## src/include/agu_pkg.sv

```systemverilog
// Package: constants and types for the data address generation unit
// Summary of operation
// Every access aligned to its own width
// Base must be multiple of access bytes
// Offsets and steps multiples of access size
// Final effective address aligned to width
// Misaligned generated address raises addressing fault
// Doubleword needs low three bits zero
// Bytes unrestricted; halfword even; doubleword by eight
// Step and scale derived from access width; code derives the step only, offset shift is fixed by mode at two or none
// Pipeline interlocked; no software hazard delays
// Packet holds two loads, one store
// Address register written once per packet
// Direct mode: 32-bit immediate, long instructions
// Pointer base from registers zero to fourteen
// Offset added with wrapping 32-bit addition
// Unscaled ten-bit offset covers one kilobyte
// Ten-bit offset shifted two covers 4KB
// Eight-bit shifted offset only for compact move
// Large 28-bit offset mode provided
// Large offset split: low twelve, high sixteen
// Faulted access performs no transfer, no write
package agu_pkg;
   localparam int ADDR_W = 32;
   localparam int NUM_AREG = 16;
   localparam logic [3:0] STACK_REG = 4'hF;
   localparam logic [3:0] MAX_PTR_REG = 4'hE;
   localparam int LO_OFS_W = 12;
   localparam int HI_OFS_W = 16;
   localparam int MED_OFS_W = 10;
   localparam int SMALL_OFS_W = 8;
   localparam logic [1:0] PERIPH_SHIFT = 2'h2;
   localparam int MAX_LOADS = 2;
   localparam int MAX_STORES = 1;
   localparam logic [31:0] ADDR_RESET = 32'h0000_0000;

   // Access width: encodes the step shift directly
   typedef enum logic [1:0]
   {
      WID_BYTE = 2'b00,
      WID_HALF = 2'b01,
      WID_WORD = 2'b10,
      WID_DBL = 2'b11
   } width_t;

   // Addressing modes handled here
   typedef enum logic [2:0]
   {
      MODE_DIRECT = 3'b000,
      MODE_LARGE = 3'b001,
      MODE_MED = 3'b010,
      MODE_MED_SHIFT = 3'b011,
      MODE_SMALL_SHIFT = 3'b100
   } mode_t;

   typedef enum logic [1:0]
   {
      ST_IDLE = 2'b00,
      ST_ISSUE = 2'b01,
      ST_FAULT = 2'b10
   } agu_state_t;

   // Mask of low address bits that must be zero for a width
   function automatic logic [2:0] align_mask(input width_t w);
      case (w)
         WID_BYTE: align_mask = 3'h0;
         WID_HALF: align_mask = 3'h1;
         WID_WORD: align_mask = 3'h3;
         default: align_mask = 3'h7;
      endcase
   endfunction

   // Byte step for a width
   function automatic logic [3:0] step_bytes(input width_t w);
      step_bytes = 4'h1 << w;
   endfunction
endpackage

```

## src/include/agu_slot_if.sv

```systemverilog
// Interface: one address slot between packet control and its checker
`timescale 1ns/10ps
interface agu_slot_if;
   import agu_pkg::*;
   logic valid;
   logic is_store;
   width_t width;
   mode_t mode;
   logic [3:0] base_reg;
   logic [31:0] base;
   logic [31:0] offset;
   logic [31:0] addr;
   logic fault;
   modport ctrl (output valid, is_store, width, mode, base_reg, base, offset,
      input addr, fault);
   modport calc (input valid, is_store, width, mode, base_reg, base, offset,
      output addr, fault);
endinterface

```

## src/rtl/agu_slot.sv

```systemverilog
// Module: effective address and alignment check for one access slot
`timescale 1ns/10ps
module agu_slot
   import agu_pkg::*;
(
   agu_slot_if.calc s // Slot request and result
);
   logic [31:0] scaled;
   logic [31:0] sum;
   logic base_bad;
   logic ofs_bad;
   logic mode_bad;

   // Offset scaling per mode; the shift is set by mode alone, not by access width
   always_comb
   begin
      case (s.mode)
         // Short fields are cut to their width so stray upper bits
         // on the operand bus cannot widen the reach
         MODE_MED: scaled = {22'h000000, s.offset[9:0]};
         MODE_MED_SHIFT:
            scaled = {20'h00000, s.offset[9:0], 2'b00};
         MODE_SMALL_SHIFT:
            scaled = {22'h000000, s.offset[7:0], 2'b00};
         MODE_DIRECT: scaled = 32'h0000_0000;
         default: scaled = s.offset;
      endcase
   end

   // Wrapping 32-bit add; direct mode takes the immediate as address
   assign sum = (s.mode == MODE_DIRECT) ? s.offset
      : s.base + scaled;

   // Each part checked separately so a misaligned base or offset faults even if the sum aligns
   assign base_bad = (s.mode != MODE_DIRECT)
      && ((s.base[2:0] & align_mask(s.width)) != 3'h0);
   // Offset must be a whole number of width-derived steps
   assign ofs_bad = (scaled[3:0] & (step_bytes(s.width) - 4'h1))
      != 4'h0;
   assign mode_bad = (s.mode != MODE_DIRECT
      && s.base_reg > MAX_PTR_REG)
      || (s.mode == MODE_SMALL_SHIFT && s.width != WID_WORD);
   assign s.addr = sum;
   assign s.fault = s.valid && (base_bad || ofs_bad || mode_bad
      || ((sum[2:0] & align_mask(s.width)) != 3'h0));
endmodule

```

## src/rtl/agu_top.sv

```systemverilog
// Module: packet-level data address generation with alignment faults
`timescale 1ns/10ps
module agu_top
   import agu_pkg::*;
(
   input wire logic CLK_I, // Core clock, 20 MHz
   input wire logic RESET_N_I, // Async reset, active low
   input wire logic PKT_VALID_I, // Packet presented
   output logic PKT_READY_O, // Unit can take a packet
   input wire logic [2:0] SLOT_VALID_I, // Slots 0,1 load, slot 2 store
   input wire logic [5:0] SLOT_WIDTH_I, // Two bits per slot, width_t
   input wire logic [8:0] SLOT_MODE_I, // Three bits per slot, mode_t
   input wire logic [11:0] SLOT_BREG_I, // Base register per slot
   input wire logic [95:0] SLOT_BASE_I, // Base value per slot
   input wire logic [95:0] SLOT_OFS_I, // Offset or direct immediate
   input wire logic [15:0] LARGE_HI_I, // Large offset upper 16 bits
   input wire logic [11:0] LARGE_LO_I, // Large offset lower 12 bits
   input wire logic [2:0] SLOT_WB_I, // Slot updates its base register
   input wire logic [2:0] SLOT_WREG_EXT_I, // Other writer hits same reg
   input wire logic MEM_READY_I, // Memory bus accepts transfers
   output logic [2:0] MEM_REQ_O, // Transfer request per slot
   output logic [95:0] MEM_ADDR_O, // Effective address per slot
   output logic [5:0] MEM_WIDTH_O, // Width per slot
   output logic [2:0] REG_WB_O, // Address register write enable
   output logic FAULT_O, // Addressing fault pulse
   output logic [2:0] FAULT_SLOT_O, // Which slots faulted
   output logic PKT_ERR_O // Packet rejected for conflicts
);
   typedef struct packed {
      agu_state_t st;
      logic [2:0] req;
      logic [95:0] addr;
      logic [5:0] width;
      logic [2:0] wb;
      logic fault;
      logic [2:0] fslot;
      logic perr;
      logic rdy; // Registered so ready comes straight from a flop
   } agu_regs_t;

   agu_regs_t r;
   agu_regs_t next_r;
   logic [2:0] flt;
   logic [95:0] addr_c;
   logic conflict;
   logic [31:0] large_ofs;

   // Large offset reassembled from its two instruction fields
   assign large_ofs = {4'h0, LARGE_HI_I, LARGE_LO_I};

   genvar g;
   generate
      for (g = 0; g < 3; g++)
      begin : g_slot
         agu_slot_if sif();
         assign sif.valid = SLOT_VALID_I[g];
         assign sif.is_store = (g == 2);
         assign sif.width = width_t'(SLOT_WIDTH_I[2*g +: 2]);
         assign sif.mode = mode_t'(SLOT_MODE_I[3*g +: 3]);
         assign sif.base_reg = SLOT_BREG_I[4*g +: 4];
         assign sif.base = SLOT_BASE_I[32*g +: 32];
         assign sif.offset = (sif.mode == MODE_LARGE) ? large_ofs
            : SLOT_OFS_I[32*g +: 32];
         assign addr_c[32*g +: 32] = sif.addr;
         assign flt[g] = sif.fault;
         agu_slot u_slot (.s(sif.calc));
      end
   endgenerate

   // Two writers to one address register in a packet is illegal
   always_comb
   begin
      conflict = |(SLOT_WB_I & SLOT_VALID_I & SLOT_WREG_EXT_I);
      for (int i = 0; i < 3; i++)
      begin
         for (int j = i + 1; j < 3; j++)
         begin
            // Idle slots carry stale fields; only live writers count
            if (SLOT_VALID_I[i] && SLOT_VALID_I[j]
               && SLOT_WB_I[i] && SLOT_WB_I[j]
               && SLOT_BREG_I[4*i +: 4] == SLOT_BREG_I[4*j +: 4])
            begin
               conflict = 1'b1;
            end
         end
      end
   end

   // Next state: packet held until memory accepts, which is the interlock
   always_comb
   begin
      next_r = r;
      next_r.fault = 1'b0;
      next_r.perr = 1'b0;
      case (r.st)
         ST_IDLE:
         begin
            next_r.req = 3'b000;
            next_r.wb = 3'b000;
            if (PKT_VALID_I)
            begin
               // Fixed slot set limits a packet to two loads, one store
               next_r.addr = addr_c;
               next_r.width = SLOT_WIDTH_I;
               next_r.fslot = flt;
               if (conflict)
               begin
                  next_r.perr = 1'b1;
                  next_r.st = ST_FAULT;
               end
               else if (|flt)
               begin
                  // Faulted packet: nothing goes to memory or registers
                  next_r.fault = 1'b1;
                  next_r.st = ST_FAULT;
               end
               else
               begin
                  next_r.req = SLOT_VALID_I;
                  next_r.wb = SLOT_VALID_I & SLOT_WB_I;
                  next_r.st = ST_ISSUE;
               end
            end
         end
         ST_ISSUE:
         begin
            // Stall here while memory is busy, see
            if (MEM_READY_I)
            begin
               next_r.req = 3'b000;
               next_r.wb = 3'b000;
               next_r.st = ST_IDLE;
            end
         end
         ST_FAULT:
         begin
            next_r.req = 3'b000;
            next_r.wb = 3'b000;
            next_r.st = ST_IDLE;
         end
         default:
         begin
            next_r.st = ST_IDLE;
         end
      endcase
      // Ready follows the state that is about to be entered
      next_r.rdy = (next_r.st == ST_IDLE);
   end

   // State register
   always_ff @(posedge CLK_I or negedge RESET_N_I)
   begin
      if (!RESET_N_I)
      begin
         r <= '{st: ST_IDLE, req: 3'h0, addr: {3{ADDR_RESET}}, width: 6'h00,
            wb: 3'h0, fault: 1'b0, fslot: 3'h0, perr: 1'b0, rdy: 1'b1};
      end
      else
      begin
         r <= next_r;
      end
   end

   assign PKT_READY_O = r.rdy;
   assign MEM_REQ_O = r.req;
   assign MEM_ADDR_O = r.addr;
   assign MEM_WIDTH_O = r.width;
   assign REG_WB_O = r.wb;
   assign FAULT_O = r.fault;
   assign FAULT_SLOT_O = r.fslot;
   assign PKT_ERR_O = r.perr;

   // Checks: a faulted packet must never reach memory or registers
   chk_fault_blocks: assert property (
      @(posedge CLK_I) disable iff (!RESET_N_I)
      r.fault |-> (r.req == 3'h0 && r.wb == 3'h0))
      else $error("faulted packet issued a transfer");
   chk_fault_cause: assert property (
      @(posedge CLK_I) disable iff (!RESET_N_I)
      (r.st == ST_IDLE && PKT_VALID_I && !conflict && |flt) |=> FAULT_O)
      else $error("misaligned access raised no fault");
   chk_dbl_align: assert property (
      @(posedge CLK_I) disable iff (!RESET_N_I)
      (r.st == ST_IDLE && PKT_VALID_I && SLOT_VALID_I[0]
      && SLOT_WIDTH_I[1:0] == 2'b11 && addr_c[2:0] != 3'h0) |-> flt[0])
      else $error("doubleword misalign missed");
   chk_issue_aligned: assert property (
      @(posedge CLK_I) disable iff (!RESET_N_I)
      (MEM_REQ_O[2] && MEM_WIDTH_O[5:4] == 2'b10)
      |-> MEM_ADDR_O[65:64] == 2'h0)
      else $error("store issued misaligned");
   chk_hold_stall: assert property (
      @(posedge CLK_I) disable iff (!RESET_N_I)
      (r.st == ST_ISSUE && !MEM_READY_I)
      |=> $stable(MEM_ADDR_O) && !PKT_READY_O)
      else $error("request dropped during stall");
   chk_single_write: assert property (
      @(posedge CLK_I) disable iff (!RESET_N_I)
      (r.st == ST_IDLE && PKT_VALID_I && conflict)
      |=> PKT_ERR_O && REG_WB_O == 3'h0)
      else $error("double register write accepted");
   chk_wrap_add: assert property (
      @(posedge CLK_I) disable iff (!RESET_N_I)
      (SLOT_MODE_I[2:0] == 3'b010) |-> addr_c[31:0]
      == SLOT_BASE_I[31:0] + {22'h000000, SLOT_OFS_I[9:0]})
      else $error("offset sum wrong");
   chk_byte_free: assert property (
      @(posedge CLK_I) disable iff (!RESET_N_I)
      (SLOT_VALID_I[1] && SLOT_WIDTH_I[3:2] == 2'b00
      && SLOT_MODE_I[5:3] == 3'b000) |-> !flt[1])
      else $error("byte access faulted");
   // The stack pointer may never serve as a pointer base
   chk_stack_base: assert property (
      @(posedge CLK_I) disable iff (!RESET_N_I)
      (SLOT_VALID_I[0] && SLOT_MODE_I[2:0] != 3'b000
      && SLOT_BREG_I[3:0] == STACK_REG) |-> flt[0])
      else $error("stack register accepted as base");
   chk_large_sum: assert property (
      @(posedge CLK_I) disable iff (!RESET_N_I)
      (SLOT_MODE_I[2:0] == 3'b001)
      |-> addr_c[31:0] == SLOT_BASE_I[31:0] + large_ofs)
      else $error("large offset sum wrong");
   // A fault costs one cycle; the unit must come back for the next packet
   chk_fault_ready: assert property (
      @(posedge CLK_I) disable iff (!RESET_N_I)
      (r.st == ST_FAULT) |=> PKT_READY_O)
      else $error("unit stuck after fault");
   chk_wb_with_req: assert property (
      @(posedge CLK_I) disable iff (!RESET_N_I)
      (REG_WB_O != 3'h0) |-> (MEM_REQ_O & REG_WB_O) == REG_WB_O)
      else $error("register write without transfer");
   cov_issue: cover property (@(posedge CLK_I) r.st == ST_ISSUE && MEM_READY_I);
   cov_fault: cover property (@(posedge CLK_I) FAULT_O);
   cov_full: cover property (@(posedge CLK_I) MEM_REQ_O == 3'b111);
   cov_conflict: cover property (@(posedge CLK_I) PKT_ERR_O);
   cov_stall: cover property (@(posedge CLK_I)
      r.st == ST_ISSUE && !MEM_READY_I);
endmodule

```

## config.mk

```make
export PLATFORM = sky130hd
export DESIGN_NAME = agu_top
export DESIGN_NICKNAME = d
export VERILOG_FILES = /design/src/include/agu_pkg.sv /design/src/include/agu_slot_if.sv /design/src/rtl/agu_slot.sv /design/src/rtl/agu_top.sv
export SDC_FILE = /design/constraint.sdc
export NUM_CORES = 1
export LEC_CHECK = 0
export ABC_AREA = 1
export BUFFER_PORTS_ARGS = -buffer_cell sky130_fd_sc_hd__buf_2
export CAP_MARGIN = 20
export CORE_MARGIN = 5
export CORE_UTILIZATION = 30
export CTS_CLUSTER_DIAMETER = 120
export DETAILED_ROUTE_END_ITERATION = 8
export PLACE_DENSITY = 0.56
export RECOVER_POWER = 100
export SLEW_MARGIN = 20
export SYNTH_ARGS = -nofsm -noshare
export SYNTH_HDL_FRONTEND = slang
export SYNTH_HIERARCHICAL = 1
export SYNTH_SLANG_ARGS = --single-unit
```

## constraint.sdc

```tcl
create_clock -name CLK_I -period 1.75 [get_ports CLK_I]
set_clock_uncertainty 0.1 [all_clocks]
set_input_delay 0.2625 -clock CLK_I [delete_from_list [all_inputs] [get_ports CLK_I]]
set_output_delay 0.2625 -clock CLK_I [all_outputs]
set_load 0.03 [all_outputs]
```

; Word-level counts from Yosys, hierarchy flattened
; Cells that the tools add are included.
; W data, S select, Z words.
[classes]
add_sub_neg = 6
mul = 0
div_mod_pow = 0
n_lt_le_gt_ge = 3
eq_ne = 27
n_shift = 3
n_mux = 30
bitwise = 11
reduce_logical = 61
[ops]
columns = op, count
row1 = $pmux W32 S4, 3
row2 = $mux W32, 6
row3 = $mux W115, 1
row4 = $add A32 B32 Y32, 3
row5 = $pmux W3 S3, 5
row6 = $reduce_bool A3 Y1, 10
row7 = $and A3 B3 Y3, 8
row8 = $logic_and A1 B1 Y1, 24
row9 = $eq A3 B2 Y1 const B, 6
row10 = $and A4 B4 Y4, 3
row11 = $eq A4 B4 Y1, 3
row12 = $gt A4 B4 Y1 const B, 3
row13 = $logic_or A1 B1 Y1, 12
row14 = $mux W3, 4
row15 = $reduce_bool A4 Y1, 3
row16 = $shl A1 B2 Y4 const A, 3
row17 = $sub A4 B1 Y4 const B, 3
row18 = $logic_not A2 Y1, 5
row19 = $mux W5, 2
row20 = $eq A3 B1 Y1 const B, 3
row21 = $eq A3 B3 Y1 const B, 3
row22 = $logic_not A3 Y1, 3
row23 = $eq A2 B1 Y1 const B, 4
row24 = $eq A2 B2 Y1 const B, 4
row25 = 7 further kinds, 17
[word_totals]
regBits = 116
latchBits = 0
mem_bits_rw = 0
mem_bits_ro = 0
in_bits = 260
output_inout_bits = 114
elab_cells = 150
memories = 0

; Longest topological paths before layout
; Gate-level depths: netlist of the first run.
[depth]
depth_word = 15
ltp_mapped = 22
mapped_depth_nobuf = 21

; By module
; Netlist of the first run, hierarchy kept.
[modules_own_cells]
columns = mod, instances, cells_each, area_each_um2, seq_area_each_um2
row1 = agu_top, 1, 704, 6567.5, 2904.0
row2 = agu_slot at g_slot[0].u_slot ..., 2, 693, 3251.9, 0.0
row3 = agu_slot at g_slot[2].u_slot, 1, 694, 3260.6, 0.0

; Worst setup path before layout of the first run
; No wires, ideal clock.
[synth_path]
path_type = input-to-reg
start = input port SLOT_MODE_I[4]
end = register r, in the netlist PKT_READY_O
setup_ps = 64
t_arrival_ps = 3080
t_required_ps = 1586
path_slack_ps = -1494
cell_stages = 21
path_buffers = 2
path_cell_list = or3b_1 clkbuf_1 buf_2 o21ai_0 inv_1 nor2_1 ha_1 fa_1 inv_1 nand2_1 o21ai_1 o211ai_1 nor2_1 nor2_1 nor3_1 nand3_2 nand2_2 nand2_2 nand2_2 nand2_2 nor2_2
[synth_rtl]
columns = item, line_no
row1 = "start, declared", agu_top.sv:12  ; input wire logic [8:0] SLOT_MODE_I,
row2 = "end signal, assigned", agu_top.sv:155  ; r <= '{st: ST_IDLE, req: 3'h0, addr: {3{ADDR_RESET}}, width: 6'h00,
row3 = "end signal, assigned", agu_top.sv:160  ; r <= next_r;
row4 = "end, declared", agu_top.sv:41  ; agu_regs_t r;

; Worst setup path in the final report of the first run
[layout_path]
start = input port SLOT_MODE_I[1]
end = register r, in the netlist MEM_ADDR_O[29]
[layout_via]
elab_chain_cells = 5
word_cells_on_any_way = 9
cone_classes = 1 x add/sub / 4 x eq/ne / 3 x mux / 1 x reduce/logical
[layout_lines]
columns = item, line_no
row1 = $eq A3 B1 Y1, agu_top.sv:62  ; assign sif.offset = (sif.mode == MODE_LARGE) ? large_ofs
row2 = $mux W32, agu_top.sv:62
row3 = net g_slot[0].sif.offset[3], agu_slot_if.sv:11  ; logic [31:0] offset;
row4 = $pmux W32 S4, agu_slot.sv:17  ; case (s.mode)
row5 = $add A32 B32 Y32, agu_slot.sv:32  ; : s.base + scaled;
row6 = $mux W32, agu_slot.sv:31  ; assign sum = (s.mode == MODE_DIRECT) ? s.offset
row7 = net g_slot[0].sif.addr[29], agu_slot_if.sv:12  ; logic [31:0] addr;
; The timed path passes the listed nets, and every way through them passes these cells.
; A chain may end at the register's enable or synchronous reset.

==> results.py, run 1 <==
metrics = {
    "setup_path": {
        "crit_chain": "buf_8 > or3b_4 > buf_6 > buf_12 > o21ai_4 > inv_2 > o32ai_4 > ha_4 > nand2_8 > buf_6 > nor3_2 > nand2_1 > nand2_2 > nand2_2 > nand2_1 > nand2_1 > nand3_2 > nand2_2 > mux2_4",
        "startpoint_type": "input pin",
        "cp_max_fo": 5,
        "critPathKind": "in2reg",
        "arrival_ns": 3.15,
        "crit_path_max_incr_delay_ns": 0.46,
        "cp_slowest_cell": "or3b_4",
        "cp_num_buf_inv": 5,
        "cp_top_family": "simple AND/OR/NAND/NOR gates",
        "end_kind": "flop",
        "crit_required_ns": 2.04,
        "ff2ff_setup_slack_ns": -0.22,
    },
    "logic_synthesis": {
        "synth_nets": 3141,
        "netlist_instances": 2782,
        "syn_avg_cell_area_um2": 5.868,
        "synth_warnings": 6,
        "syn_area_mm2": 0.01632,
    },
    "flow_run": {
        "maxCapViolations": 0,
    },
    "timing": {
        "setup_viol": 113,
        "final_hold_viol_count": 0,
        "setup_ws_ns": -1.119,
        "fmax_ghz": 0.3486,
        "max_slew.worst_pin.slew_ns": 1.052,
        "fin_crit_sh_pct": 163.9,
        "finalCriticalPeriod_ns": 2.869,
        "maxSlewHeadroom_pct": 29.84,
        "rsz0062_at_grt": "yes",
        "drv_slew": 0,
    },
    "clock_tree": {
        "cts_root_buf": "clkbuf_16",
        "h-tree-depth": 4,
        "cts-buffers-inserted": 17,
        "clk_latency_ns": 0.50,
        "clock_path_buffers": 2,
        "clkTransAtPathRegs_ns": 0.06,
        "clock_sinks": 116,
        "cts_tree": "done",
    },
    "floorplan": {
        "num_rows": 85,
        "die_x_um": 243.3,
        "dieArea_mm2": 0.05918,
        "die_h_um": 243.3,
        "core_mm2": 0.05381,
        "initial_core_util_pct": 30.33,
        "boundaryPins": 374,
    },
    "global_routing": {
        "grt_pass1_vias": 19929,
        "antenna_found_initial": 4,
        "gr-total-overflow": 0,
        "grt_pass1_wl_mm": 113.5,
        "track_usage_pct": 24.79,
        "grt_start_max_net_pins": 41,
    },
    "run_status": {
        "violations": "negative setup slack",
        "status": "finished, violations left",
    },
    "pwr": {
        "p_per_area_mw_per_mm2": 867.7,
        "irDropWorstVdd_mv": 0.7733,
        "leakagePower_nw": 15.54,
        "power_mw": 25.32,
    },
    "cells_and_area": {
        "nNetsFinal": 3955,
        "drive_gt1_share_pct": 55.61,
        "area_delta_synth_final_pct": 78.78,
        "final_cells": 4306,
    },
    "place": {
        "place.gp.congestion": 0.9477,
        "dp_slack_ns": -1.854,
        "place_inst": 4063,
        "port-buffer-count": 373,
        "post-dp-hpwl_mm": 58.23,
    },
    "detailed_routing": {
        "wl_per_cell_um": 19.06,
        "ant_nets": 0,
        "drt-initial-drc-count": 1313,
        "wirelength_mm": 82.09,
        "vias": 21153,
        "drcViolationCount": 0,
        "firstDrtPassIters": 7,
        "vias_per_cell": 4.912,
    },
    "hold_path": {
        "holdCritPathClass": "in2reg",
    },
}
## tightest hold or removal path, delay by kind of cell
kind | cells | cell delay [ns]
mux | 1 | 0.14
buf+inv | 2 | 0.21
## per-stage QoR
| step | hold slack [ns] | area, um^2 | util, % | setup TNS [ns] |
|---|---|---|---|---|
| 2_1_floorplan | -0.1331 | 16700 | - | -113.89 |
| 4_1_cts | 0.009651 | 25890 | 48.12 | -87.75 |
| 3_3_place_gp | 0.09990 | 21470 | 39.89 | -174.05 |
| 3_5_place_dp | 0.09990 | 21470 | 39.89 | -177.44 |
| 6_report | 0.05789 | 29190 | 54.23 | -97.89 |
| 5_1_grt | 0.03721 | 29190 | 54.23 | -106.06 |
## where the power goes
| part | switching [mW] | internal [mW] | total, mW |
|---|---|---|---|
| sequential | 0.832 | 4.00 | 4.83 |
| clock | 1.67 | 2.43 | 4.10 |
| combinational | 9.71 | 6.68 | 16.4 |
| total | 12.2 | 13.1 | 25.3 |
## cell type report
type | count | area [um^2]
Fill cell | 4901 | 24630
Multi-Input combinational cell | 1965 | 15470
Timing Repair Buffer | 962 | 7247
Sequential cell | 116 | 2904
Inverter | 534 | 2051
Tap cell | 696 | 870.8
Clock buffer | 18 | 439.2
Clock inverter | 14 | 197.7
Antenna cell | 1 | 2.502
## flip-flops by register name, indices dropped and copies added (netlist names)
| name | count |
|---|---|
| FAULT_O | 1 |
| FAULT_SLOT_O | 3 |
| MEM_ADDR_O | 96 |
| MEM_REQ_O | 3 |
| MEM_WIDTH_O | 6 |
| PKT_ERR_O | 1 |
| PKT_READY_O | 1 |
| REG_WB_O | 3 |
| r | 2 |
## routing by layer
layer  part of all wire (%)  track usage [%]  vias to the layer above  routed length (um)
met5                  0.033                0                        -                  27
met4                    6.4            12.78                        4                5235
met3                    6.0            4.768                      242                4891
met2                     46            39.54                      794               37810
met1                     42            31.92                     9930               34120
li1                       -                -                    10183                   -
## layout by cell type, fill, tap and decap left out, types with 55 or more instances in the layout
master / count
nand2_1: 605
buf_4: 446
inv_1: 409
nand2_2: 253
buf_2: 250
nand2_4: 116
dfrtp_1: 115
inv_2: 106
clkbuf_1: 106
nand3_1: 99
buf_6: 84
nor2_1: 83
nand3_2: 79
mux2_2: 78
nor2_2: 69
nor2_4: 62
ha_4: 62
o21ai_2: 60
o21ai_1: 55
## worst paths after layout
check                           startpoint        endpoint  cells after the start
setup / recovery            SLOT_MODE_I[1]  MEM_ADDR_O[29]                     19
hold / removal             SLOT_WIDTH_I[3]  MEM_WIDTH_O[3]                      3
setup reg to reg                    r[114]  MEM_ADDR_O[74]                      5
hold reg to reg                REG_WB_O[1]     REG_WB_O[1]                      2
max in group asynchronous        RESET_N_I  MEM_ADDR_O[88]                      3
min in group asynchronous        RESET_N_I  MEM_ADDR_O[31]                      2
## repair_timing
| item | CTS | global route |
|---|---|---|
| pin swaps | 271 | 358 |
| hold endpoints to repair | 124 | 0 |
| setup endpoints to repair | 109 | 113 |
| hold buffers | 9 | 0 |
| buffers inserted | 116 | 80 |
| resized for setup | 697 | 713 |
| gates cloned | 15 | 0 |
No activity file was read; power rests on OpenSTA's default activity.
==> run 2: changes to the inputs <==
Clock period 1.75 ns to 2.4 ns, I/O delays scaled along.
==> run 2 against run 1 <==
Against the previous run: the flow still finishes with violations (negative setup slack); worst setup slack improved by 0.54 ns; via count fell by 2.8%; routed wire length is 3.9% lower; power fell by 30%; die area unchanged.
==> results.py, run 2 (synthesized netlist as in run 1, its figures left out) <==
metrics = {
    "pwr": {
        "comb_power_share_pct": 64.2,
        "switching_share_pct": 48.55,
        "p_switching_mw": 8.657,
        "p_per_area_mw_per_mm2": 640.2,
        "p_seq_share_pct": 19.7,
        "irDropWorstVdd_mv": 0.5448,
        "clockPowerShare_pct": 16.2,
        "internal_power_mw": 9.176,
        "leakagePower_nw": 14.91,
    },
    "run_status": {
        "violations": "negative setup slack",
        "status": "finished, violations left",
    },
    "setup_path": {
        "crit_required_ns": 2.67,
        "crit_chain": "buf_8 > or3b_4 > buf_6 > buf_12 > buf_16 > buf_4 > nand2_2 > o21ai_2 > inv_1 > nor2_1 > ha_4 > nand2_2 > buf_4 > nor2_4 > nand2_2 > inv_1 > nand2_2 > nand3_2 > nand2_1 > nand3_1 > nand2_1 > mux2_4",
        "crit_top_cell": "nand2_2",
        "cp_max_fo": 10,
        "end_kind": "flop",
        "cp_slowest_cell": "or3b_4",
        "cp_num_buf_inv": 8,
        "crit_path_max_incr_delay_ns": 0.43,
        "cp_top_family": "simple AND/OR/NAND/NOR gates",
        "startpoint_type": "input pin",
        "critPathKind": "in2reg",
        "arrival_ns": 3.25,
    },
    "detailed_routing": {
        "top_layer_used": "met4",
        "vias_per_cell": 4.872,
        "route.met2.wl_mm": 36.94,
        "firstDrtPassIters": 5,
        "drcViolationCount": 0,
        "ant_nets": 0,
        "wirelength_mm": 78.91,
        "wl_per_cell_um": 18.71,
        "vias": 20552,
        "wl_met3_mm": 4.076,
        "drt-initial-drc-count": 1343,
        "wl_met1_mm": 33.83,
    },
    "timing": {
        "fin_hold_ws_ns": 0.03454,
        "final_hold_viol_count": 0,
        "max_slew.worst_pin.slew_ns": 0.9262,
        "setup_viol": 105,
        "drv_slew": 0,
        "maxSlewHeadroom_pct": 38.25,
        "setup_ws_ns": -0.5747,
        "fin_crit_sh_pct": 123.9,
        "finalCriticalPeriod_ns": 2.975,
        "fmax_ghz": 0.3362,
        "rsz0062_at_grt": "yes",
    },
    "global_routing": {
        "grt_start_max_net_pins": 52,
        "antenna_found_initial": 6,
        "grt_pass1_vias": 19392,
        "gr-total-overflow": 0,
        "track_usage_pct": 24.26,
        "grt_pass1_wl_mm": 111.3,
    },
    "clock_tree": {
        "clock_sinks": 116,
        "cts-buffers-inserted": 17,
        "clkTransAtPathRegs_ns": 0.06,
        "clk_latency_ns": 0.48,
        "cts_tree": "done",
        "cts_root_buf": "clkbuf_16",
        "h-tree-depth": 4,
        "clock_path_buffers": 2,
    },
    "cells_and_area": {
        "area_delta_synth_final_pct": 70.64,
        "nNetsFinal": 3865,
        "layout_commonest_cell": "nand2_1",
        "largest_reg_flops": 96,
        "fin_area_mm2": 0.02786,
        "drive_gt1_share_pct": 53.51,
        "layout_common_cells": "627 x nand2_1, 414 x inv_1, 393 x buf_4",
    },
    "floorplan": {
        "initial_core_util_pct": 30.33,
        "num_rows": 85,
        "core_mm2": 0.05381,
        "boundaryPins": 374,
        "die_x_um": 243.3,
        "dieArea_mm2": 0.05918,
        "die_h_um": 243.3,
    },
    "place": {
        "port-buffer-count": 373,
        "post-dp-hpwl_mm": 57.90,
        "place_area_mm2": 0.02117,
        "place.gp.congestion": 0.9570,
    },
    "hold_path": {
        "holdCritPathClass": "in2reg",
    },
    "flow_run": {
        "maxCapViolations": 0,
    },
}
==> run 2: changes by cell type in the layout (fill, tap and decap cells not counted), sizes merged, moves of 2 or more <==
cell,previous run,this run
buf,836,755
dlygate4sd3,9,2
or3b,6,3
clkinvlp,3,5
diode,1,3
==> run 2: final cells by class <==
| type | count | area, um^2 |
|---|---|---|
| fill | 5101 | 25960 |
| clock buffer | 18 | 439.2 |
| multi-input combinational | 1962 | 15000 |
| antenna | 3 | 7.507 |
| inverter | 534 | 2031 |
| timing repair buffer | 875 | 6422 |
| tap | 696 | 870.8 |
| clock inverter | 14 | 176.4 |
| sequential | 116 | 2904 |
==> run 2: repair_timing <==
action                                 CTS  global route
pin swaps                              213           335
cloned                                  12             3
setup endpoints to repair              104           104
buffers inserted                        93            55
endpoints found under the hold margin   33             0
hold buffers                             2             0
resized for setup                      546           732
==> run 2: layer usage <==
metal | vias up | track usage (%)
met5 | - | 0
met3 | 172 | 4.242
met4 | 0 | 10.35
li1 | 10022 | -
met1 | 9674 | 31.49
met2 | 684 | 39.79
==> run 2: path summary, 6_finish.rpt <==
kind,startpoint,end,slack (ns),depth (start not counted)
min reg2reg,MEM_REQ_O[0],MEM_REQ_O[0],0.39,2
min,SLOT_WB_I[1],REG_WB_O[1],0.03,3
min in group asynchronous,RESET_N_I,MEM_ADDR_O[4],0.46,2
max,SLOT_MODE_I[8],MEM_ADDR_O[89],-0.57,22
max in group asynchronous,RESET_N_I,MEM_ADDR_O[36],0.38,3
max reg2reg,r[114],MEM_ADDR_O[94],-0.08,5
==> run 2: power by group through the flow <==
stage	logic (mW)	registers, mW	clock network, mW
final	11.4	3.51	2.89
after global routing	12.2	3.61	3.02
after CTS	10.3	3.45	2.96
after detailed placement	9.21	3.47	0
after global placement	9.16	3.46	0
after floorplan	7.17	3.30	0
==> run 2: worst register-to-register path, stage by stage (launching register included) <==
cell and delay, ns:
dfrtp_1 0.41, inv_1 0.09, ha_1 0.26, nand2_1 0.50, buf_4 0.56, mux2_2 0.44
==> run 2: through the flow <==
step	util (%)	total power, mW	setup TNS [ns]	worst slack (ns)	instances
2_1_floorplan	-	10.47	-54.32	-0.7336	2782
3_3_place_gp	39.34	12.62	-114.56	-1.431	4027
3_5_place_dp	39.34	12.68	-117.16	-1.451	4027
4_1_cts	46.10	16.72	-37.33	-0.5096	4162
5_1_grt	51.76	18.81	-50.26	-0.6445	4218
6_report	51.76	17.83	-42.26	-0.5747	4218
==> run 3: changes to the inputs <==
Settings changed: ABC_AREA 1 to unset, PLACE_DENSITY 0.56 to 0.57.
==> run 3 against run 2 <==
Against the previous run: the run ends with max-capacitance violations, max-slew violations, negative setup slack left; combinational power fell by 16%; worst setup slack lost 0.90 ns; sequential share of layout area grew 2.6 points; cell area decreased by 20%; power shrank 9.9%; utilization is 3.8 points lower; register-to-register slack better by 0.37 ns; clock-buffer cell count shrank 1; synthesized cell count down 40%; clock power increased by 3%; fmax fell by 23%; global-route usage down 1.7 points; critical path type unchanged; critical endpoint is now MEM_ADDR_O[24]; largest cell class unchanged; largest power group unchanged.
==> results.py, run 3 <==
metrics = {
    "detailed_routing": {
        "wirelength_mm": 61.62,
        "wl_per_cell_um": 20.69,
        "vias": 15352,
        "ant_nets": 0,
        "drt-initial-drc-count": 844,
        "firstDrtPassIters": 7,
        "vias_per_cell": 5.155,
        "drcViolationCount": 0,
    },
    "place": {
        "place_inst": 2835,
        "dp_slack_ns": -2.118,
        "place.gp.congestion": 0.9271,
        "post-dp-hpwl_mm": 47.68,
        "port-buffer-count": 373,
    },
    "logic_synthesis": {
        "synth_nets": 2033,
        "syn_area_mm2": 0.01406,
        "netlist_instances": 1674,
        "syn_avg_cell_area_um2": 8.397,
        "synth_warnings": 6,
    },
    "timing": {
        "final_hold_viol_count": 0,
        "setup_viol": 99,
        "fin_hold_ws_ns": 0.06589,
        "fmax_ghz": 0.2583,
        "rsz0062_at_grt": "yes",
        "finalCriticalPeriod_ns": 3.871,
        "setup_ws_ns": -1.471,
        "drv_slew": 27,
        "fin_crit_sh_pct": 161.3,
        "maxSlewHeadroom_pct": -8.684,
        "max_slew.worst_pin.slew_ns": 1.630,
    },
    "global_routing": {
        "track_usage_pct": 22.59,
        "grt_start_max_net_pins": 44,
        "grt_pass1_vias": 15402,
        "antenna_found_initial": 11,
        "grt_pass1_wl_mm": 89.00,
        "gr-total-overflow": 0,
    },
    "pwr": {
        "leakagePower_nw": 10.37,
        "p_per_area_mw_per_mm2": 721.1,
        "irDropWorstVdd_mv": 0.6827,
        "power_mw": 16.07,
    },
    "cells_and_area": {
        "layout_commonest_cell": "buf_4",
        "final_util_pct": 47.96,
        "layout_common_cells": "383 x buf_4, 251 x buf_2, 160 x nand2_1",
        "multiInputGateArea_mm2": 0.01188,
        "area_delta_synth_final_pct": 58.53,
        "drive_gt1_share_pct": 51.73,
        "largest_reg_flops": 96,
        "regArea_mm2": 0.002904,
        "fill_cells": 4441,
        "nNetsFinal": 2712,
        "final_cells": 2978,
    },
    "setup_path": {
        "cp_max_fo": 7,
        "startpoint_type": "input pin",
        "ff2ff_path_depth": 5,
        "reg2reg_to": "MEM_ADDR_O[80]",
        "arrival_ns": 4.15,
        "ff2ff_setup_slack_ns": 0.29,
        "crit_required_ns": 2.68,
        "reg2reg_from": "r[114]",
        "end_kind": "flop",
        "critPathKind": "in2reg",
    },
    "clock_tree": {
        "clock_sinks": 116,
        "cts_tree": "done",
        "clock_path_buffers": 2,
        "clkTransAtPathRegs_ns": 0.06,
        "clk_latency_ns": 0.49,
        "cts_root_buf": "clkbuf_16",
        "cts-buffers-inserted": 17,
        "h-tree-depth": 4,
    },
    "flow_run": {
        "maxCapViolations": 1,
    },
    "floorplan": {
        "core_mm2": 0.04646,
        "die_h_um": 226.5,
        "boundaryPins": 374,
        "initial_core_util_pct": 30.26,
        "num_rows": 79,
        "die_x_um": 226.5,
        "dieArea_mm2": 0.05128,
    },
    "hold_path": {
        "holdCritPathClass": "in2reg",
        "hold_depth": 3,
        "min_from": "SLOT_VALID_I[1]",
        "hold_end": "MEM_REQ_O[1]",
    },
    "run_status": {
        "status": "finished, violations left",
        "violations": "max-capacitance violations, max-slew violations, negative setup slack",
    },
}
==> run 3: cell types whose count changed in the layout (fill, tap and decap cells not counted), moves of 88 or more <==
cell / previous run / this run
nand2_2: 257 / 7
inv_1: 414 / 26
nand3_2: 90 / 2
nand2_4: 95 / 3
nand2_1: 627 / 160
inv_2: 109 / 0
==> run 3: worst max-delay path by stage <==
stage,start,to,slack (ns)
floorplan,SLOT_MODE_I[2],MEM_ADDR_O[29],-1.54
finish,SLOT_MODE_I[2],MEM_ADDR_O[24],-1.47
CTS,SLOT_MODE_I[1],MEM_ADDR_O[26],-1.44
global placement,SLOT_MODE_I[2],MEM_ADDR_O[31],-1.97
global route,SLOT_MODE_I[2],MEM_ADDR_O[26],-1.56
detailed placement,SLOT_MODE_I[2],MEM_ADDR_O[31],-2.12
==> run 3: metal layers <==
layer | GRT usage, % | up-vias | wire length, um
met5 | 0 | - | 77
met4 | 9.606 | 12 | 2356
met3 | 5.619 | 101 | 3980
met2 | 37.12 | 504 | 29240
met1 | 28.28 | 7396 | 25970
li1 | - | 7339 | -
==> run 3: worst max-delay path, stage by stage <==
cell	delay (ns)
buf_8	0.10
nor3b_4	0.23
buf_12	0.16
buf_6	0.09
mux2_4	0.32
a221oi_2	0.26
a31oi_1	0.10
ha_2	0.34
a21o_1	0.22
a311oi_4	0.39
nor3_4	0.09
o41a_4	0.43
buf_4	0.17
o21bai_4	0.18
buf_6	0.13
nand2_4	0.05
xnor2_2	0.17
a21oi_2	0.08
mux2_4	0.26
==> run 3: layout make-up <==
type | count | share of cell area (%)
antenna | 5 | 0.05615
clock buffer | 17 | 1.909
clock inverter | 15 | 1.033
inverter | 27 | 0.4661
multi-input combinational | 1334 | 53.32
sequential | 116 | 13.03
tap | 607 | 3.408
timing repair buffer | 857 | 26.77
==> run 3: power by group <==
group          internal, mW  total (mW)  leakage [nW]  switching (mW)
Sequential             2.87        3.47          1.38           0.601
Combinational          4.26        9.61          8.69            5.35
Clock                  1.84        2.99         0.310            1.15
==> run 3: what timing repair did <==
action,CTS,global route
setup buffers,92,42
endpoints found under the hold margin,24,0
resized for setup,276,190
endpoints found under the setup margin,99,103
pin swaps,182,157
gates cloned,2,0
hold buffers,2,0
==> run 3: per-stage QoR <==
stage	TNS, ns	cell area, um^2
after floorplan	-109.20	14390
final	-105.18	22280
after detailed placement	-156.00	18820
after CTS	-92.78	21340
after global routing	-119.83	22280
after global placement	-150.98	18820
